===== src/trigger_channel_pkg.sv =====
// constants, command encodings and carriers for the trigger and channel control block
package trigger_channel_pkg;

    // ========================================================================
    // bus geometry
    localparam int ADDR_W  = 8;
    localparam int DATA_W  = 32;
    localparam int LEVEL_W = 16;
    localparam int NUM_CH  = 32;

    // ========================================================================
    // register offsets (byte addresses, one word each)
    localparam logic [ADDR_W-1:0] ADDR_CMD      = 8'h00;
    localparam logic [ADDR_W-1:0] ADDR_CONT     = 8'h04;
    localparam logic [ADDR_W-1:0] ADDR_SEL      = 8'h08;
    localparam logic [ADDR_W-1:0] ADDR_CATALOG  = 8'h0C;
    localparam logic [ADDR_W-1:0] ADDR_VPROG    = 8'h10;
    localparam logic [ADDR_W-1:0] ADDR_IPROG    = 8'h14;
    localparam logic [ADDR_W-1:0] ADDR_VTRIG    = 8'h18;
    localparam logic [ADDR_W-1:0] ADDR_ITRIG    = 8'h1C;
    localparam logic [ADDR_W-1:0] ADDR_MEASV    = 8'h20;
    localparam logic [ADDR_W-1:0] ADDR_MEASI    = 8'h24;
    localparam logic [ADDR_W-1:0] ADDR_STATUS   = 8'h28;
    localparam logic [ADDR_W-1:0] ADDR_QUES     = 8'h2C;
    localparam logic [ADDR_W-1:0] ADDR_OUTMASK  = 8'h30;
    localparam logic [ADDR_W-1:0] ADDR_OUTSTATE = 8'h34;

    // ========================================================================
    // field positions
    localparam int STAT_WAIT_BIT  = 0;
    localparam int STAT_OUTON_BIT = 1;
    localparam int STAT_ERR_BIT   = 2;
    localparam int QUES_WARN_BIT  = 13;

    // ========================================================================
    // channel limits and reset values
    localparam logic [4:0]        CHAN_MIN      = 5'h01;
    localparam logic [4:0]        CHAN_MAX      = 5'h1F;
    localparam logic [4:0]        SEL_RESET     = 5'h01;
    localparam logic [NUM_CH-1:0] CHAN_MASK     = 32'hFFFF_FFFE;
    localparam logic [NUM_CH-1:0] OUT_ON_RESET  = 32'hFFFF_FFFE;
    localparam logic [LEVEL_W-1:0] LEVEL_ZERO   = 16'h0000;

    // ========================================================================
    // command word written at ADDR_CMD
    typedef enum logic [3:0] {
        OP_NONE       = 4'h0,
        OP_INIT_IMM   = 4'h1,
        OP_INIT_CONT  = 4'h2,
        OP_TRIGGER    = 4'h3,
        OP_RESET      = 4'h4,
        OP_SELECT     = 4'h5,
        OP_INST_STATE = 4'h6,
        OP_OUTPUT     = 4'h7,
        OP_MEASURE    = 4'h8
    } cmd_op_t;

    typedef struct packed {
        logic [5:0] pad0;
        logic       multi;
        logic       extra;
        logic [2:0] pad1;
        logic [4:0] channel;
        logic [6:0] pad2;
        logic       flag;
        logic [3:0] pad3;
        cmd_op_t    op;
    } cmd_word_t;

    typedef struct packed {
        logic [LEVEL_W-1:0] volt;
        logic [LEVEL_W-1:0] curr;
    } levels_t;

endpackage


===== src/trigger_channel_output_control.sv =====
// trigger, channel selection and output on/off control of a power module controller
//
// Contract
// - initiate arms one trigger when not continuous
// - continuous mode keeps trigger always armed
// - accepted trigger applies stored triggered levels
// - later triggers ignored until re-armed
// - continuous setting takes on/1 or off/0
// - device reset clears continuous setting
// - continuous query returns 1 or 0
// - catalog lists known channels, no rescan
// - select channel 1..31, later commands follow
// - selecting offline channel revives that supply
// - select query returns current channel
// - instrument state 0 zeroes, 1 restores
// - current query returns measured current
// - voltage query returns measured voltage
// - extra measure arguments set warning bit 13
// - outputs enabled after power-up
// - output off keeps levels, drives zero
// - output on restores saved levels
// - level queries report saved values while off
// - output command accepts channel list/range
// - trigger clears waiting flag, continuous re-sets
`timescale 1ns/1ns

module trigger_channel_output_control (
    input  wire logic                                  clock,
    input  wire logic                                  reset_n,
    input  wire logic [trigger_channel_pkg::ADDR_W-1:0] address,
    input  wire logic [trigger_channel_pkg::DATA_W-1:0] writeData,
    input  wire logic                                  writeStrobe,
    input  wire logic                                  readStrobe,
    output logic      [trigger_channel_pkg::DATA_W-1:0] readData,
    input  wire logic                                  groupExecute,
    input  wire logic [trigger_channel_pkg::NUM_CH-1:0] channelPresent,
    input  wire trigger_channel_pkg::levels_t          measured,
    output trigger_channel_pkg::levels_t               drive,
    output logic      [4:0]                            driveChannel,
    output logic      [trigger_channel_pkg::NUM_CH-1:0] outputEnable,
    output logic                                       waiting_for_trigger_flag,
    output logic                                       reviveStrobe,
    output logic      [4:0]                            reviveChannel,
    output logic                                       rescanStrobe
);

    localparam int LW = trigger_channel_pkg::LEVEL_W;
    localparam int NC = trigger_channel_pkg::NUM_CH;

    // ========================================================================
    // input synchronisers
    logic [NC-1:0] presentSync1_q;
    logic [NC-1:0] presentSync2_q;
    logic          getSync1_q;
    logic          getSync2_q;
    logic          getSync3_q;
    logic          getEdge;

    always_ff @(posedge clock or negedge reset_n) begin
        if (!reset_n) begin
            presentSync1_q <= '0;
            presentSync2_q <= '0;
            getSync1_q     <= 1'b0;
            getSync2_q     <= 1'b0;
            getSync3_q     <= 1'b0;
        end else begin
            presentSync1_q <= channelPresent;
            presentSync2_q <= presentSync1_q;
            getSync1_q     <= groupExecute;
            getSync2_q     <= getSync1_q;
            getSync3_q     <= getSync2_q;
        end
    end

    // group execute is a level on the pin; only its rising edge counts
    assign getEdge = getSync2_q && !getSync3_q;

    // ========================================================================
    // command decode
    trigger_channel_pkg::cmd_word_t cmd;
    trigger_channel_pkg::cmd_op_t   op;
    logic                           trigEvent;
    logic                           trigTake;
    logic                           selValid;

    assign cmd       = trigger_channel_pkg::cmd_word_t'(writeData);
    assign op        = (writeStrobe && address == trigger_channel_pkg::ADDR_CMD)
                       ? cmd.op : trigger_channel_pkg::OP_NONE;
    assign trigEvent = (op == trigger_channel_pkg::OP_TRIGGER) || getEdge;
    assign selValid  = (cmd.channel >= trigger_channel_pkg::CHAN_MIN)
                       && (cmd.channel <= trigger_channel_pkg::CHAN_MAX);

    // ========================================================================
    // control state
    logic            cont_q,     cont_d;
    logic            armed_q,    armed_d;
    logic [4:0]      sel_q,      sel_d;
    logic [NC-1:0]   known_q,    known_d;
    logic [NC-1:0]   outOn_q,    outOn_d;
    logic [NC-1:0]   outMask_q,  outMask_d;
    logic            err_q,      err_d;
    logic            warn_q,     warn_d;
    logic            revive_q,   revive_d;
    logic [4:0]      reviveCh_q, reviveCh_d;
    logic            rescan_q,   rescan_d;
    logic [LW-1:0]   progV_q [NC];
    logic [LW-1:0]   progV_d [NC];
    logic [LW-1:0]   progI_q [NC];
    logic [LW-1:0]   progI_d [NC];
    logic [LW-1:0]   trigV_q [NC];
    logic [LW-1:0]   trigV_d [NC];
    logic [LW-1:0]   trigI_q [NC];
    logic [LW-1:0]   trigI_d [NC];
    trigger_channel_pkg::levels_t drive_q, drive_d;

    assign trigTake = trigEvent && armed_q;

    always_comb begin
        cont_d     = cont_q;
        armed_d    = armed_q;
        sel_d      = sel_q;
        // supplies that drop off the field bus fall out of the catalog
        known_d    = known_q & presentSync2_q & trigger_channel_pkg::CHAN_MASK;
        outOn_d    = outOn_q;
        outMask_d  = outMask_q;
        revive_d   = 1'b0;
        reviveCh_d = reviveCh_q;
        rescan_d   = 1'b0;
        progV_d    = progV_q;
        progI_d    = progI_q;
        trigV_d    = trigV_q;
        trigI_d    = trigI_q;
        err_d      = (readStrobe && address == trigger_channel_pkg::ADDR_STATUS)
                     ? 1'b0 : err_q;
        warn_d     = (readStrobe && address == trigger_channel_pkg::ADDR_QUES)
                     ? 1'b0 : warn_q;

        if (trigTake) begin
            progV_d[sel_q] = trigV_q[sel_q];
            progI_d[sel_q] = trigI_q[sel_q];
            armed_d        = cont_q;
        end

        case (op)
            trigger_channel_pkg::OP_INIT_IMM: begin
                armed_d = 1'b1;
            end
            trigger_channel_pkg::OP_INIT_CONT: begin
                cont_d = cmd.flag;
                if (cmd.flag) begin
                    armed_d = 1'b1;
                end
            end
            trigger_channel_pkg::OP_RESET: begin
                cont_d   = 1'b0;
                armed_d  = 1'b0;
                known_d  = presentSync2_q & trigger_channel_pkg::CHAN_MASK;
                rescan_d = 1'b1;
            end
            trigger_channel_pkg::OP_SELECT: begin
                if (selValid) begin
                    sel_d = cmd.channel;
                    if (!known_q[cmd.channel]) begin
                        revive_d            = 1'b1;
                        reviveCh_d          = cmd.channel;
                        known_d[cmd.channel] = 1'b1;
                    end
                end else begin
                    err_d = 1'b1;
                end
            end
            trigger_channel_pkg::OP_INST_STATE: begin
                outOn_d[sel_q] = cmd.flag;
            end
            trigger_channel_pkg::OP_OUTPUT: begin
                if (cmd.multi) begin
                    outOn_d = cmd.flag ? (outOn_q | outMask_q) : (outOn_q & ~outMask_q);
                end else begin
                    outOn_d[sel_q] = cmd.flag;
                end
            end
            trigger_channel_pkg::OP_MEASURE: begin
                if (cmd.extra) begin
                    warn_d = 1'b1;
                end
            end
            default: begin
            end
        endcase

        if (writeStrobe) begin
            case (address)
                trigger_channel_pkg::ADDR_VPROG:   progV_d[sel_q] = writeData[LW-1:0];
                trigger_channel_pkg::ADDR_IPROG:   progI_d[sel_q] = writeData[LW-1:0];
                trigger_channel_pkg::ADDR_VTRIG:   trigV_d[sel_q] = writeData[LW-1:0];
                trigger_channel_pkg::ADDR_ITRIG:   trigI_d[sel_q] = writeData[LW-1:0];
                trigger_channel_pkg::ADDR_OUTMASK: begin
                    outMask_d = writeData & trigger_channel_pkg::CHAN_MASK;
                end
                default: begin
                end
            endcase
        end

        // programmed levels stay stored while the output is off; only the drive is zeroed
        if (outOn_q[sel_q]) begin
            drive_d.volt = progV_q[sel_q];
            drive_d.curr = progI_q[sel_q];
        end else begin
            drive_d.volt = trigger_channel_pkg::LEVEL_ZERO;
            drive_d.curr = trigger_channel_pkg::LEVEL_ZERO;
        end
    end

    always_ff @(posedge clock or negedge reset_n) begin
        if (!reset_n) begin
            cont_q     <= 1'b0;
            armed_q    <= 1'b0;
            sel_q      <= trigger_channel_pkg::SEL_RESET;
            known_q    <= '0;
            outOn_q    <= trigger_channel_pkg::OUT_ON_RESET;
            outMask_q  <= '0;
            err_q      <= 1'b0;
            warn_q     <= 1'b0;
            revive_q   <= 1'b0;
            reviveCh_q <= trigger_channel_pkg::SEL_RESET;
            rescan_q   <= 1'b0;
            drive_q    <= '0;
            for (int i = 0; i < NC; i++) begin
                progV_q[i] <= '0;
                progI_q[i] <= '0;
                trigV_q[i] <= '0;
                trigI_q[i] <= '0;
            end
        end else begin
            cont_q     <= cont_d;
            armed_q    <= armed_d;
            sel_q      <= sel_d;
            known_q    <= known_d;
            outOn_q    <= outOn_d;
            outMask_q  <= outMask_d;
            err_q      <= err_d;
            warn_q     <= warn_d;
            revive_q   <= revive_d;
            reviveCh_q <= reviveCh_d;
            rescan_q   <= rescan_d;
            drive_q    <= drive_d;
            progV_q    <= progV_d;
            progI_q    <= progI_d;
            trigV_q    <= trigV_d;
            trigI_q    <= trigI_d;
        end
    end

    // ========================================================================
    // read port
    logic [trigger_channel_pkg::DATA_W-1:0] readData_q, readData_d;

    always_comb begin
        readData_d = '0;
        if (readStrobe) begin
            case (address)
                trigger_channel_pkg::ADDR_CONT:     readData_d[0]    = cont_q;
                trigger_channel_pkg::ADDR_SEL:      readData_d[4:0]  = sel_q;
                trigger_channel_pkg::ADDR_CATALOG:  readData_d       = known_q;
                trigger_channel_pkg::ADDR_VPROG:    readData_d[LW-1:0] = progV_q[sel_q];
                trigger_channel_pkg::ADDR_IPROG:    readData_d[LW-1:0] = progI_q[sel_q];
                trigger_channel_pkg::ADDR_VTRIG:    readData_d[LW-1:0] = trigV_q[sel_q];
                trigger_channel_pkg::ADDR_ITRIG:    readData_d[LW-1:0] = trigI_q[sel_q];
                trigger_channel_pkg::ADDR_MEASV:    readData_d[LW-1:0] = measured.volt;
                trigger_channel_pkg::ADDR_MEASI:    readData_d[LW-1:0] = measured.curr;
                trigger_channel_pkg::ADDR_STATUS: begin
                    readData_d[trigger_channel_pkg::STAT_WAIT_BIT]  = armed_q;
                    readData_d[trigger_channel_pkg::STAT_OUTON_BIT] = outOn_q[sel_q];
                    readData_d[trigger_channel_pkg::STAT_ERR_BIT]   = err_q;
                end
                trigger_channel_pkg::ADDR_QUES: begin
                    readData_d[trigger_channel_pkg::QUES_WARN_BIT] = warn_q;
                end
                trigger_channel_pkg::ADDR_OUTMASK:  readData_d = outMask_q;
                trigger_channel_pkg::ADDR_OUTSTATE: readData_d = outOn_q;
                default:                            readData_d = '0;
            endcase
        end
    end

    always_ff @(posedge clock or negedge reset_n) begin
        if (!reset_n) begin
            readData_q <= '0;
        end else begin
            readData_q <= readData_d;
        end
    end

    // ========================================================================
    // outputs
    assign readData                 = readData_q;
    assign drive                    = drive_q;
    assign driveChannel             = sel_q;
    assign outputEnable             = outOn_q;
    assign waiting_for_trigger_flag = armed_q;
    assign reviveStrobe             = revive_q;
    assign reviveChannel            = reviveCh_q;
    assign rescanStrobe             = rescan_q;

    // ========================================================================
    // assertions
    // the two trigger-level guards skip cycles with a write, whose data could overwrite levels
    AST_INIT_ARMS: assert property (@(posedge clock) disable iff (!reset_n)
        (op == trigger_channel_pkg::OP_INIT_IMM) |=> waiting_for_trigger_flag)
        else $error("initiate did not arm trigger");

    AST_CONT_ARMED: assert property (@(posedge clock) disable iff (!reset_n)
        cont_q |-> armed_q)
        else $error("continuous mode but trigger not armed");

    AST_TRIG_APPLY: assert property (@(posedge clock) disable iff (!reset_n)
        (trigTake && !writeStrobe) ##1 outOn_q[sel_q]
        |=> drive.volt == $past(trigV_q[sel_q], 2))
        else $error("trigger did not apply triggered voltage");

    AST_TRIG_IGNORED: assert property (@(posedge clock) disable iff (!reset_n)
        (getEdge && !armed_q && !writeStrobe)
        |=> progV_q[sel_q] == $past(progV_q[sel_q]))
        else $error("unarmed trigger changed programmed level");

    AST_RESET_CONT: assert property (@(posedge clock) disable iff (!reset_n)
        (op == trigger_channel_pkg::OP_RESET) |=> !cont_q && rescanStrobe ##1 !rescanStrobe)
        else $error("device reset did not clear continuous mode");

    AST_CONT_READ: assert property (@(posedge clock) disable iff (!reset_n)
        (readStrobe && address == trigger_channel_pkg::ADDR_CONT)
        |=> readData == {31'h0000_0000, $past(cont_q)})
        else $error("continuous query returned wrong value");

    AST_SEL_TAKE: assert property (@(posedge clock) disable iff (!reset_n)
        (op == trigger_channel_pkg::OP_SELECT && selValid)
        |=> driveChannel == $past(cmd.channel))
        else $error("valid channel not selected");

    AST_REVIVE: assert property (@(posedge clock) disable iff (!reset_n)
        (op == trigger_channel_pkg::OP_SELECT && selValid && !known_q[cmd.channel])
        |=> reviveStrobe && reviveChannel == $past(cmd.channel) ##1 !reviveStrobe)
        else $error("offline channel not revived");

    AST_SEL_REJECT: assert property (@(posedge clock) disable iff (!reset_n)
        (op == trigger_channel_pkg::OP_SELECT && !selValid)
        |=> $stable(sel_q) && err_q)
        else $error("bad channel accepted or no error");

    AST_WARN: assert property (@(posedge clock) disable iff (!reset_n)
        (op == trigger_channel_pkg::OP_MEASURE && cmd.extra)
        ##1 !readStrobe
        ##1 (readStrobe && address == trigger_channel_pkg::ADDR_QUES)
        |=> readData[trigger_channel_pkg::QUES_WARN_BIT])
        else $error("warning bit missing after extra arguments");

    AST_OFF_ZERO: assert property (@(posedge clock) disable iff (!reset_n)
        !outOn_q[sel_q] |=> drive.volt == '0 && drive.curr == '0)
        else $error("output off but level driven");

    AST_TRIG_WAIT: assert property (@(posedge clock) disable iff (!reset_n)
        (trigTake && !cont_q && op != trigger_channel_pkg::OP_INIT_IMM
         && op != trigger_channel_pkg::OP_INIT_CONT) |=> !waiting_for_trigger_flag)
        else $error("waiting flag not cleared by trigger");

    AST_MEAS_CURR: assert property (@(posedge clock) disable iff (!reset_n)
        (readStrobe && address == trigger_channel_pkg::ADDR_MEASI)
        |=> readData == {16'h0000, $past(measured.curr)})
        else $error("current query did not return measurement");

endmodule // trigger_channel_output_control


===== config.mk =====
export PLATFORM = sky130hd
export DESIGN_NAME = trigger_channel_output_control
export DESIGN_NICKNAME = d
export VERILOG_FILES = /design/src/trigger_channel_pkg.sv /design/src/trigger_channel_output_control.sv
export SDC_FILE = /design/constraint.sdc
export NUM_CORES = 2
export LEC_CHECK = 0
export BUFFER_PORTS_ARGS = -buffer_cell sky130_fd_sc_hd__buf_2
export CAP_MARGIN = 20
export CORE_MARGIN = 2
export CORE_UTILIZATION = 55
export CTS_CLUSTER_DIAMETER = 30
export DETAILED_ROUTE_END_ITERATION = 10
export PLACE_DENSITY_LB_ADDON = 0.05
export SYNTH_ARGS = -nofsm -noshare
export SYNTH_HDL_FRONTEND = slang
export SYNTH_SLANG_ARGS = --single-unit
export TNS_END_PERCENT = 20

===== constraint.sdc =====
create_clock -name clock -period 3.8 [get_ports clock]
set_clock_uncertainty 0.1 [all_clocks]
set_input_delay 0.57 -clock clock [delete_from_list [all_inputs] [get_ports clock]]
set_output_delay 0.57 -clock clock [all_outputs]
set_load 0.005 [all_outputs]

# Word level (Yosys, flattened, before mapping)
# Cells that the tools add are included.
# word_totals
wordCells	267
reg_bits	2290
# op_classes
n_bitwise	7
magnitude_cmp	8
mux	65
eq_ne	21
reduce_logical	19
# op_table
op	count
$bwmux W512	6
$mux W512	6
$bmux W16 S5	4
$mux W32	6
$mux W16	9
$pmux W32 S2	2
$demux W16 S5	1
$pmux W8 S9	1
$and A32 B32 Y32	2
$or A32 B32 Y32	2
$eq A8 B6 Y1 const B	6
$pmux W16 S3	1
$bwmux W32	1
$eq A8 B5 Y1 const B	4
$not A32 Y32	1
$pmux W2 S11	1
$pmux W2 S10	1
$pmux W2 S9	1
$eq A4 B3 Y1 const B	4
$eq A8 B4 Y1 const B	2
$mux W1	16
$ge A5 B1 Y1 const B	3
$lt A5 B6 Y1 const B	2
$pmux W1 S11	1
22 further kinds	37

# Depth between registers and ports, before layout
# depth
ltp_word	10
ltp_mapped	13
depth_no_buf	6

# Worst setup path after synthesis
# No wires, ideal clock.
# synth_timing
path_type	reg2reg
from	register sel_q[0], in the netlist driveChannel[0]
to	register readData_q, in the netlist readData[4]
path_stages_with_launch	13
t_arrival_ps	2739
setup_slack_ps	825
path_cell_list	dfstp_2 -> buf_4 -> buf_6 -> buf_6 -> buf_4 -> buf_2 -> buf_2 -> mux2i_1 -> o22ai_1 -> nor4_1 -> nand2_1 -> a221oi_1 -> a31oi_1
# synth_between
elab_chain_len	6
# synth_rtl
element	line	source
from (decl)	trigger_channel_output_control.sv:97	logic [4:0] sel_q, sel_d;
from (signal assigned)	trigger_channel_output_control.sv:219	sel_q <= trigger_channel_pkg::SEL_RESET;
from (signal assigned)	trigger_channel_output_control.sv:238	sel_q <= sel_d;
$not A5 Y6 (implied by the code) *	--	
$bmux W16 S5, on equally long branches	--	
$mux W16, on equally long branches (2 in a row)	--	
$pmux W2 S10 *	trigger_channel_output_control.sv:262	case (address)
$mux W32 *	trigger_channel_output_control.sv:261	if (readStrobe) begin
net readData_d (one bit)	trigger_channel_output_control.sv:257	logic [trigger_channel_pkg::DATA_W-1:0] readData_q, readData_d;
to (signal assigned)	trigger_channel_output_control.sv:291	readData_q <= readData_d;
to (decl)	trigger_channel_output_control.sv:257	
# Mark *: on every way through the listed nets, which the timed path passes. The rest lies on a longest branch. The select of a mux whose other input is x is not followed.
# A chain may end at the register's enable or synchronous reset.

# Final worst setup path
# layout_timing
from	register sel_q[0], in the netlist driveChannel[0]
to	register readData_q, in the netlist readData[7]
# layout_between
elab_chain_len	6
# layout_rtl
element	line
$not A5 Y6 (implied by the code) *	--
$bmux W16 S5, on equally long branches	--
$mux W16, on equally long branches (2 in a row)	--
$pmux W8 S9 *	trigger_channel_output_control.sv:262
$mux W32 *	trigger_channel_output_control.sv:261
net readData_d (one bit)	trigger_channel_output_control.sv:257
# Marks and branches as above.

==> results.cfg <==
[outcome]
status = complete, but fails checks
violations = negative setup slack

[synth]
yosysSeqAreaShare_pct = 50.5
synth.avg_cell_area_um2 = 11.5
synth.distinct_cells = 77
synth.top_cell.area_share_pct = 49.7
syn_inst = 9884
ys.flop_type = dfrtp_1
ys_ff_latch = 2288
async_reset_ff_share_pct = 100
synth_edf_count = 0
yosysTopAreaCell = dfrtp_1
synth_nets = 9993
syn_area_um2 = 114000
yosys-top-cells-area = dfrtp_1, mux2i_1, mux2_2
ys.warnings.count = 0

[worst_setup_path]
crit_end = readData[7]$_DFF_PN0_
cpMostUsedCell = buf_12
crit_start = driveChannel[0]$_DFFE_PN1P_
crit_fanout = 20
rrSetupSlack_ps = -260
reg2reg_from = driveChannel[0]$_DFFE_PN1P_
critical-path-top-delay-family = simple AND/OR/NAND/NOR gates
cpMaxStageDelayCell = dfstp_4
worstSetupEndpointType = register
crit_cells = 10
cp-start-kind = register
crit_required_ps = 4490
crit_type = register to register
cp_cell_sequence = buf_12 > buf_12 > buf_12 > mux2i_1 > o22ai_1 > nor4_1 > nand2_1 > a222oi_1 > buf_4 > a31oi_1
reg2reg_to = readData[7]$_DFF_PN0_
ff2ff_path_depth = 10
worst-path-buf-inv = 4
crit_arrival_ps = 4750
critPathMaxStageDelay_ps = 730

[power_and_ir_drop]
power_density_nw_per_um2 = 530
p_leak_uw = 0.0589
ir_drop_mv = 0.512

[cts]
cts.clk_slew.worst_paths_ps = 50
cts_tree = yes
clk_path_buf_depth = 4
cts_buffers = 550
cts_root_buffer = clkbuf_16
clock_sinks = 2288
insertion_delay_ps = 960
ctsHtreeMaxLevel = 6

[sta]
fin_crit_ps = 4060
worst_slew_pin_slew_ps = 1140
hold_viol_final = 0
period_share_pct = 107
setup_ws_ps = -258
fmax_mhz = 246
slew_headroom_pct = 24.2
drv_slew = 0
setup_viol = 11

[routing]
drc = 0
first_pass_iters = 8
drt-vias-per-instance = 6.47
num_vias = 86700
post_drt_wl_per_cell_um = 31.6
drtAntennaViolNets = 0
totalWireLength_um = 424000
drt_iter0_markers = 9807

[die]
die_area_um2 = 210000
die_w_um = 458
start_util_pct = 55.4
rows = 166
ios = 218
die-height_um = 458
coreArea_um2 = 205000

[global_routing]
grt_max_degree = 184
grt_pass1_wl_um = 613000
antenna_found_initial = 22
grt_pass1_vias = 88600
grt.overflow.total = 0
grt_use_total_pct = 39.8

[finish]
nFillCells = 14900
nets = 10400
layout_commonest_cell = dfrtp_1
post-route-util_pct = 68.5
syn_to_final_growth_pct = 23.7
drive_gt1_share_pct = 27.8
final_cell_mix = dfrtp_1, mux2i_1, nand2_1, mux2_2, o21ai_1

[placed_design]
place_hpwl_um = 258000
place_ws_ps = -283
io_buffers = 216
place.gp.congestion = 0.983

[hold_path]
min_from = writeData[20]
whs_path_depth = 3
hold_path_class = input port to register

[job]
cap_violations = 0
## through the flow
stage	power (uW)	std cells	hold slack, ps	TNS, ps	area [um2]
CTS	74700	13400	3.29	0	140000
detailed placement	27100	12300	236	-4520	121000
floorplan	25800	9884	174	0	114000
global route	76300	13400	19.2	-3.17	140000
finish	74500	13400	42.0	-366	140000
global placement	27100	12300	232	-3880	121000
## synthesized netlist by cell type, types with 17 or more instances
master and n:
buf_6 34, and2_1 50, mux4_2 72, o21ai_0 277, nand2_1 1285, mux2_1 105, nor2_8 30, a31oi_1 33
nand2_2 17, nor4_1 116, nor2_1 81, o21ai_1 909, buf_2 290, nand3_1 21, mux2_2 989, a22oi_1 46
clkbuf_1 570, dfrtp_1 2255, buf_4 88, a211oi_4 29, dfstp_2 33, o22ai_1 456, mux2i_1 1894, nor2_4 30
## layer usage
metal / up-vias / wire (um) / GRT usage, %
met2: 4540 / 191000 / 60.5
met5: - / 35 / 0
met1: 44700 / 168000 / 52.3
li1: 36300 / - / -
met4: 6 / 26900 / 23.2
met3: 1165 / 38000 / 9.20
## logic make-up (layout without fill, tap and decap cells)
kind of cell	count (synthesis)	in the layout	share of synthesized area (%)
AOI/OAI and AO/OA	1812	1812	9.22
buffers and inverters	1002	1822	4.19
DFF	2288	2288	50.5
muxes	3060	3060	29.0
other	1	13	0.00330
and+or+nand+nor	1721	1721	7.14
## area by class of cell
class / count / area, um2 / share of cell area (%)
tap: 2688 / 3360 / 2.40
clock inverter: 221 / 3060 / 2.18
clock buffer: 741 / 15700 / 11.2
sequential: 2288 / 57300 / 40.8
timing repair buffer: 856 / 9040 / 6.44
inverter: 4 / 15.0 / 0.0107
antenna: 12 / 30.0 / 0.0214
multi-input combinational: 6594 / 51900 / 37.0
## where the power goes
group | switching [uW] | total [uW] | internal, uW
registers | 73.1 | 24600 | 24600
logic | 1730 | 2260 | 528
clock network | 14400 | 47600 | 33200
total | 16200 | 74500 | 58300
## tightest hold or removal path, cell delays in order
cell	delay (ps)
buf_2	230
nand3_1	160
o21ai_1	70
## sequential cells by signal, summed over array words and instances (netlist names), 32 cells and up, named ones only
signal and count:
drive 32, progV_q 512, progI_q 512, trigV_q 512
trigI_q 512, readData 32, known_q 32
## what timing repair did
item                       CTS  global route
gates cloned                 0             2
setup endpoints to repair   65           168
pin swaps                    0             1
gates resized for setup      5            13
hold buffers                71             0
setup buffers                3             5
hold endpoints to repair   436             0
## worst min-delay path by stage
stage / slack [ps] / endpoint
after global routing: 20 / readData[13]$_DFF_PN0_
after global placement: 230 / getSync2_q$_DFF_PN0_
after detailed placement: 240 / presentSync2_q[21]$_DFF_PN0_
after floorplan: 170 / cont_q$_DFFE_PN0P_
final: 40 / known_q[28]$_DFF_PN0_
after CTS: 3 / readData[2]$_DFF_PN0_
Note: power is estimated with default switching activity, not from simulation.
